**src/jls_params.svh**
```systemverilog
// Offsets, field positions, reset values and sizes of the lane 6/7 status bank
`ifndef JLS_PARAMS_SVH
`define JLS_PARAMS_SVH

// ----------------------------------------------------------------------------
// Sizes
// ----------------------------------------------------------------------------
`define JLS_LANES          2
`define JLS_ERR_TYPES      3

// ----------------------------------------------------------------------------
// Register indices (byte address is four times the index)
// ----------------------------------------------------------------------------
`define JLS_IDX_PAGE       14'h0300
`define JLS_IDX_SIX        14'h04B6
`define JLS_IDX_SEVEN      14'h04B7
`define JLS_IDX_THRESH     14'h04C0
`define JLS_IDX_CNT_CLR    14'h04C1
`define JLS_IDX_IRQ_STAT   14'h04C2
`define JLS_IDX_IRQ_MASK   14'h04C3

// ----------------------------------------------------------------------------
// Reset values and limits
// ----------------------------------------------------------------------------
`define JLS_THRESH_RST     8'hFF
`define JLS_STATUS_RST     8'h00
`define JLS_IRQ_RST        8'h00
`define JLS_CNT_MAX        8'hFF

// ----------------------------------------------------------------------------
// Field positions
// ----------------------------------------------------------------------------
`define JLS_CNT_CLR_BIT    0
`define JLS_IRQ_ERR_BASE   0
`define JLS_IRQ_LOSS_BASE  6

`endif

```
**src/jls_pkg.sv**
```systemverilog
// Types shared by the lane 6/7 status bank
package jls_pkg;

  // --------------------------------------------------------------------------
  // Error event strobes of one lane, one bit per error counter
  // --------------------------------------------------------------------------
  typedef struct packed {
    logic disparity;
    logic bad_code;
    logic stray_control;
  } jls_err_t;

  // --------------------------------------------------------------------------
  // Synchronisation levels of one lane
  // --------------------------------------------------------------------------
  typedef struct packed {
    logic align_ok;
    logic initial_seq_ok;
    logic config_sum_ok;
    logic frame_locked;
    logic symbol_locked;
  } jls_sync_t;

  // --------------------------------------------------------------------------
  // One lane status register, bit 7 down to bit 0
  // --------------------------------------------------------------------------
  typedef struct packed {
    jls_err_t  flags;
    jls_sync_t sync;
  } jls_lane_t;

endpackage
```
**src/jls_lane_status.sv**
```systemverilog
// Lane 6 and lane 7 receive status registers with error counters, APB slave and interrupt
//
// Behaviour
// RQ1 - Bit 7 of lane_status_seven is 1 while the lane 7 bad disparity count is at or above the threshold.
// RQ2 - Bit 6 of lane_status_six is 1 while the lane 6 not-in-table count has reached the threshold.
// RQ3 - Bit 5 of lane_status_six is 1 while the lane 6 unexpected control character count is at or above the threshold.
// RQ4 - Each error flag compares its 8-bit count with error_count_threshold: 0 below it, 1 when equal or greater.
// RQ5 - Bit 4 of lane_status_six shows lane 6 interlane alignment, 1 aligned and 0 failed.
// RQ6 - Bit 3 of lane_status_six shows lane 6 initial lane sequence sync, 1 achieved and 0 lost.
// RQ7 - Bit 2 of lane_status_six shows whether the lane 6 configuration checksum matched, 1 correct.
// RQ8 - Bit 1 of lane_status_six shows lane 6 frame lock, 1 achieved and 0 lost.
// RQ9 - Bit 0 of lane_status_six shows lane 6 code group lock, 1 achieved and 0 lost.
// RQ10 - Every lane status field returns the link chosen by the link-select register at index 0x300.
// RQ11 - lane_status_seven has the lane 6 layout, with not-in-table on bit 6 and stray control on bit 5.
// RQ12 - Bit 4 of lane_status_seven shows lane 7 interlane alignment, 1 aligned and 0 failed.
// RQ13 - Bit 7 of lane_status_six at index 0x4B6 shows the lane 6 bad disparity count at the threshold.
// RQ14 - Both status registers are read-only, reset to zero and ignore writes.
//
// The APB slave port was chosen for this implementation.
`timescale 1ns/1ps
`include "jls_params.svh"

module jls_lane_status
  import jls_pkg::*;
#(
  parameter int NUM_LINKS = 2,
  parameter int PAGE_W    = 1
) (
  input  wire logic                                 pclk,
  input  wire logic                                 presetn,
  input  wire logic                                 psel,
  input  wire logic                                 penable,
  input  wire logic                                 pwrite,
  input  wire logic [15:0]                          paddr,
  input  wire logic [31:0]                          pwdata,
  input  wire logic [3:0]                           pstrb,
  output logic      [31:0]                          prdata,
  output logic                                      pready,
  output logic                                      pslverr,
  output logic                                      irq,
  input  wire jls_err_t  [NUM_LINKS*`JLS_LANES-1:0] lane_err,
  input  wire jls_sync_t [NUM_LINKS*`JLS_LANES-1:0] lane_sync
);

  localparam int NG = NUM_LINKS * `JLS_LANES;

  // --------------------------------------------------------------------------
  // Decode helpers
  // --------------------------------------------------------------------------
  function automatic logic reg_known(input logic [13:0] idx);
    reg_known = (idx == `JLS_IDX_PAGE) || (idx == `JLS_IDX_SIX) || (idx == `JLS_IDX_SEVEN) ||
                (idx == `JLS_IDX_THRESH) || (idx == `JLS_IDX_CNT_CLR) ||
                (idx == `JLS_IDX_IRQ_STAT) || (idx == `JLS_IDX_IRQ_MASK);
  endfunction

  function automatic logic at_threshold(input logic [7:0] count, input logic [7:0] limit);
    at_threshold = (count >= limit);
  endfunction

  // --------------------------------------------------------------------------
  // State
  // --------------------------------------------------------------------------
  logic [13:0]          idx;
  logic                 access;
  logic                 wr_commit;
  logic [PAGE_W-1:0]    page;
  logic [7:0]           thr;
  logic [7:0]           irq_status;
  logic [7:0]           irq_mask;
  logic [7:0]           irq_evt;
  logic [7:0]           next_irq_status;
  logic [7:0]           next_irq_mask;
  logic [7:0]           w1c;
  logic                 clr_strobe;
  logic [31:0]          next_prdata;
  logic [7:0]           err_cnt    [NG][`JLS_ERR_TYPES];
  jls_err_t             next_flags [NG];
  jls_lane_t            status_q   [NG];
  jls_lane_t            cur_six;
  jls_lane_t            cur_seven;

  assign idx        = paddr[15:2];
  assign access     = psel && penable && !pready;
  // A write lands only at the edge where the master sees pready high
  assign wr_commit  = psel && penable && pready && pwrite && pstrb[0];
  assign clr_strobe = wr_commit && (idx == `JLS_IDX_CNT_CLR) && pwdata[`JLS_CNT_CLR_BIT];
  assign w1c        = (wr_commit && (idx == `JLS_IDX_IRQ_STAT)) ? pwdata[7:0] : 8'h00;

  // --------------------------------------------------------------------------
  // APB handshake: one wait state, answer from flops
  // --------------------------------------------------------------------------
  always_ff @(posedge pclk or negedge presetn) begin
    if (!presetn) begin
      pready  <= 1'b0;
      pslverr <= 1'b0;
      prdata  <= 32'h0000_0000;
    end else begin
      pready <= access;
      if (access) begin
        pslverr <= !reg_known(idx);
        prdata  <= pwrite ? 32'h0000_0000 : next_prdata;
      end else begin
        pslverr <= 1'b0;
      end
    end
  end

  // --------------------------------------------------------------------------
  // Software-written controls
  // --------------------------------------------------------------------------
  always_ff @(posedge pclk or negedge presetn) begin
    if (!presetn) begin
      page     <= '0;
      thr      <= `JLS_THRESH_RST;
      irq_mask <= `JLS_IRQ_RST;
    end else if (wr_commit) begin
      if (idx == `JLS_IDX_PAGE) begin
        page <= pwdata[PAGE_W-1:0];
      end
      if (idx == `JLS_IDX_THRESH) begin
        thr <= pwdata[7:0];
      end
      if (idx == `JLS_IDX_IRQ_MASK) begin
        irq_mask <= pwdata[7:0];
      end
    end
  end

  // --------------------------------------------------------------------------
  // Paged view of the two status registers
  // --------------------------------------------------------------------------
  always_comb begin
    cur_six   = `JLS_STATUS_RST;
    cur_seven = `JLS_STATUS_RST;
    // A page beyond the last link reads as zero rather than aliasing
    for (int k = 0; k < NUM_LINKS; k++) begin
      if (page == PAGE_W'(k)) begin
        cur_six   = status_q[k*`JLS_LANES];     // RQ10
        cur_seven = status_q[k*`JLS_LANES + 1]; // RQ10
      end
    end
  end

  always_comb begin
    next_prdata = 32'h0000_0000;
    case (idx)
      `JLS_IDX_PAGE:     next_prdata = {{(32-PAGE_W){1'b0}}, page};
      `JLS_IDX_SIX:      next_prdata = {24'h00_0000, cur_six};   // RQ13
      `JLS_IDX_SEVEN:    next_prdata = {24'h00_0000, cur_seven}; // RQ11
      `JLS_IDX_THRESH:   next_prdata = {24'h00_0000, thr};
      `JLS_IDX_IRQ_STAT: next_prdata = {24'h00_0000, irq_status};
      `JLS_IDX_IRQ_MASK: next_prdata = {24'h00_0000, irq_mask};
      default:           next_prdata = 32'h0000_0000;
    endcase
  end

  // --------------------------------------------------------------------------
  // Error counters, flags and lane status, one set per link and lane
  // --------------------------------------------------------------------------
  genvar g, t;
  generate
    for (g = 0; g < NG; g++) begin : gen_lane
      for (t = 0; t < `JLS_ERR_TYPES; t++) begin : gen_cnt
        // Saturating, so a flood of errors never wraps below the threshold
        always_ff @(posedge pclk or negedge presetn) begin
          if (!presetn) begin
            err_cnt[g][t] <= 8'h00;
          end else if (clr_strobe && (page == PAGE_W'(g / `JLS_LANES))) begin
            err_cnt[g][t] <= lane_err[g][t] ? 8'h01 : 8'h00;
          end else if (lane_err[g][t] && (err_cnt[g][t] != `JLS_CNT_MAX)) begin
            err_cnt[g][t] <= err_cnt[g][t] + 8'h01;
          end
        end

        assign next_flags[g][t] = at_threshold(err_cnt[g][t], thr); // RQ4
      end

      // Status bits are read-only: no write path reaches them
      always_ff @(posedge pclk or negedge presetn) begin
        if (!presetn) begin
          status_q[g] <= `JLS_STATUS_RST; // RQ14
        end else begin
          status_q[g].flags <= next_flags[g]; // RQ1 RQ2 RQ3 RQ11 RQ13
          status_q[g].sync  <= lane_sync[g];  // RQ5 RQ6 RQ7 RQ8 RQ9 RQ12
        end
      end
    end
  endgenerate

  // --------------------------------------------------------------------------
  // Interrupt: flags reaching the threshold and lock loss, any link
  // --------------------------------------------------------------------------
  always_comb begin
    irq_evt = 8'h00;
    for (int k = 0; k < NG; k++) begin
      for (int e = 0; e < `JLS_ERR_TYPES; e++) begin
        if (next_flags[k][e] && !status_q[k].flags[e]) begin
          irq_evt[`JLS_IRQ_ERR_BASE + (k % `JLS_LANES) * `JLS_ERR_TYPES + e] = 1'b1;
        end
      end
      if ((status_q[k].sync.frame_locked && !lane_sync[k].frame_locked) ||
          (status_q[k].sync.symbol_locked && !lane_sync[k].symbol_locked)) begin
        irq_evt[`JLS_IRQ_LOSS_BASE + (k % `JLS_LANES)] = 1'b1;
      end
    end
  end

  // A new event in the clearing cycle survives the clear
  assign next_irq_status = (irq_status & ~w1c) | irq_evt;
  // Mask and status land together, so irq never lags a mask write by a cycle
  assign next_irq_mask   = (wr_commit && (idx == `JLS_IDX_IRQ_MASK)) ? pwdata[7:0] : irq_mask;

  always_ff @(posedge pclk or negedge presetn) begin
    if (!presetn) begin
      irq_status <= `JLS_IRQ_RST;
      irq        <= 1'b0;
    end else begin
      irq_status <= next_irq_status;
      irq        <= |(next_irq_status & next_irq_mask);
    end
  end
endmodule // jls_lane_status

```
**config.mk**
```make
export PLATFORM = sky130hd
export DESIGN_NAME = jls_lane_status
export DESIGN_NICKNAME = d
export VERILOG_FILES = /design/src/jls_pkg.sv /design/src/jls_lane_status.sv
export VERILOG_INCLUDE_DIRS = /design/src
export SDC_FILE = /design/constraint.sdc
export NUM_CORES = 1
export LEC_CHECK = 0
export ABC_CLOCK_PERIOD_IN_PS = 8160
export BUFFER_PORTS_ARGS = -buffer_cell sky130_fd_sc_hd__buf_2
export CELL_PAD_IN_SITES_DETAIL_PLACEMENT = 1
export CELL_PAD_IN_SITES_GLOBAL_PLACEMENT = 1
export CORE_ASPECT_RATIO = 0.9
export CORE_MARGIN = 1
export CORE_UTILIZATION = 24
export CTS_BUF_LIST = sky130_fd_sc_hd__clkbuf_8
export CTS_CLUSTER_SIZE = 14
export DETAILED_ROUTE_END_ITERATION = 10
export GPL_TIMING_DRIVEN = 0
export HOLD_SLACK_MARGIN = 0.05
export PLACE_DENSITY = 0.52
export SYNTH_ARGS = -nofsm -noshare
export SYNTH_HDL_FRONTEND = slang
export SYNTH_SLANG_ARGS = --single-unit
```
**constraint.sdc**
```tcl
create_clock -name pclk -period 8.16 [get_ports pclk]
set_input_delay 2.448 -clock pclk [delete_from_list [all_inputs] [get_ports pclk]]
set_output_delay 2.448 -clock pclk [all_outputs]
set_load 0.02 [all_outputs]
```
==> run metrics <==
status=finished clean; Ports=124; total power=2.50 mW; Peak VDD IR=105 µV; Die Y=192 µm; register area share after synthesis=between 40% and 50%; Buf+Inv Stages, Crit Path=3; Slew Limit Headroom=32.8%; crit path max fanout=10; worst path arrival time=~4800 ps; global-route wire length before repair=42500 µm; Hold/Removal Path Class=reg -> reg; WS Path Type=in -> reg; Initial Util=24.4%; FFs w/ async S/R, synth=100%; WL final=26400 µm; reg-to-reg endpoint=irq$_DFF_PN0_; largest cells by area after synthesis=dfrtp_1 40%, ha_1 14%, nor2_1 5.1%; Die W=214 µm; Setup crit start=paddr[13]; CP delay by family, top=simple AND/OR/NAND/NOR gates; hold_sp=prdata[6]$_DFFE_PN0P_; setup violators final=0; cell count after synthesis=976; Total Nets Final=around 1300; vias in the first global route=7707; die area=0.0411 mm²; core box area=0.0396 mm²; Final Hold Viols=0; Tot GR Track Use=13.6%; EDFF count, synth=0; maximum clock rate=224 MHz; drt first pass iters=4; syn_area_per_cell=9.91 µm²; Synth-to-Final Area Change=15.4%; IO buf count=69; CTS clk-pin slew, worst paths=90 ps; Num CTS Buffers=17; largest stage delay on the critical path=440 ps; DRC=0; Max Slew Vio Count=0; startpoint types=input port; Critical R2R Launch=thr[1]$_DFFE_PN1P_; Setup TNS=0 ps; #FFs+latches synth=164; Wirelength per Cell=approximately 16 µm; synth unique cells=66; WP depth=9; initial antenna violation count=0; number of buffers inserted by hold repair at cts=0; most frequent cells in the layout=156 x dfrtp_1, 131 x nor2_1, 108 x ha_1; Synth area leader=dfrtp_1; 1st-iter DRT viols=261; largest net degree at the start of global routing=84; antenna viol nets, final=0; CP dominant cell by count=clkbuf_1; Clk Tree Root Cell=clkbuf_8; via count=~7300; r2r setup slk=4960 ps; Vias/cell=between 4 and 5; Clock Latency Late Sink=between 400 and 500 ps; Netlist Area Pre-Place=0.00967 mm²; worst-margin pin slew=1010 ps; post-DP HPWL=19000 µm; H-tree depth=4; # fillers=4592; CP endpoint kind=flip-flop; Clock Tree Buf Depth=2; P per Cell Area=224 mW/mm²; Post-CTS Setup Bufs=0; crit path cell chain=buf_2, nor3_2, nand3_4, nor3_1, nor4bb_1, and2_1, clkbuf_1, clkbuf_1, nor2_1; post-CTS sizing=0; Ys Warns=0; max_cap viols=0; antenna cells=0; grt total ovfl=0; Critical Path End=err_cnt[9]$_DFFE_PN0P_; post-synth top area share=40.4%; share of layout cells above drive strength 1=approximately 15%; WP data required=8490 ps; leakage power=5.44 nW; r2r worst-path depth=8; CTS sink cnt=around 160; fin crit share=54.8%; Synth Flop Type=dfrtp_1; post-layout min period=4470 ps; critical path's slowest cell=clkbuf_1; most common cell after layout, fill and taps aside=dfrtp_1; hold depth=2; final clock skew=22.2 ps; TritonCTS clock tree=yes; unrepaired setup endpoints after global routing=false; GP Congestion=0.727; row count=between 60 and 70
[registers in the layout, indices dropped and copies added (netlist names)]
| signal | count |
|---|---|
| thr | 8 |
| irq_status | 8 |
| pready | 1 |
| irq | 1 |
| page | 1 |
| prdata | 8 |
| pslverr | 1 |
| irq_mask | 8 |
| status_q | 32 |
| err_cnt | 96 |
[power breakdown]
part	internal [mW]	leakage [nW]	total, mW	switching (mW)
Sequential	1.01	2.05	1.28	0.267
Combinational	0.321	3.21	0.661	0.340
Clock	0.221	0.175	0.556	0.336
[cells by family after synthesis]
kind of cell    Yosys count  synth area share (%)
other cells               1                0.0388
mux                      29                  3.17
fa+ha+maj               108                  14.0
flops                   164                  42.5
compound gates          158                  10.7
xor+xnor                 84                  7.60
simple gates            352                  17.7
buf+inv                  80                  4.27
[layout make-up]
class                      instances  area [µm²]  share of cell area [%]
buffer                            43         274                    2.46
clock buffer                      18         248                    2.22
clock inverter                    14         104                   0.930
inverter                          37         139                    1.24
multi-input combinational        755        5230                    46.9
sequential                       164        4110                    36.9
tap                              532         666                    5.96
timing repair buffer              70         383                    3.43
[synthesized netlist by cell type (11+ instances only)]
master,n
xor2_1,52
mux2_2,13
mux2i_1,16
nand4_1,37
a21o_1,11
dfrtp_1,156
buf_4,25
nand2_1,86
o21ai_0,41
ha_1,108
nand3_1,21
inv_1,37
nor2_1,131
and3_1,17
a21oi_1,35
xnor2_1,32
[per-stage QoR]
| stage | utilization, % | cells | worst slack [ps] | area [µm²] | hold WS (ps) |
|---|---|---|---|---|---|
| after global routing | 28.2 | 1633 | 3380 | 11200 | 523 |
| after global placement | 27.2 | 1600 | 1720 | 10800 | 471 |
| after floorplan | - | 999 | 3840 | 9760 | 469 |
| after detailed placement | 27.3 | 1601 | 3160 | 10800 | 470 |
| final | 28.2 | 1633 | 3690 | 11200 | 481 |
| after CTS | 28.2 | 1633 | 3680 | 11200 | 492 |
[worst min path at each step]
stage,end,slack (ps)
after CTS,prdata[6]$_DFFE_PN0P_,490
after floorplan,irq_status[0]$_DFF_PN0_,470
after global routing,prdata[2]$_DFFE_PN0P_,520
after global placement,prdata[6]$_DFFE_PN0P_,470
final,prdata[6]$_DFFE_PN0P_,480
after detailed placement,prdata[6]$_DFFE_PN0P_,470
[worst min-delay path, cell delays in order (launching register included)]
cell	delay, ps
dfrtp_1	350
nand2_1	50
o31ai_1	50
[metal layers]
metal | share of wire [%] | global-route usage, % | vias up | wire length, µm
li1 | - | - | 3620 | -
met1 | 50 | 18.3 | 3538 | 13200
met2 | 46 | 22.6 | 88 | 12200
met3 | 3.1 | 2.21 | 15 | 812
met4 | 1.1 | 3.13 | 0 | 282
met5 | 0 | 0 | - | 0
Note: power is estimated with default switching activity, not from simulation.
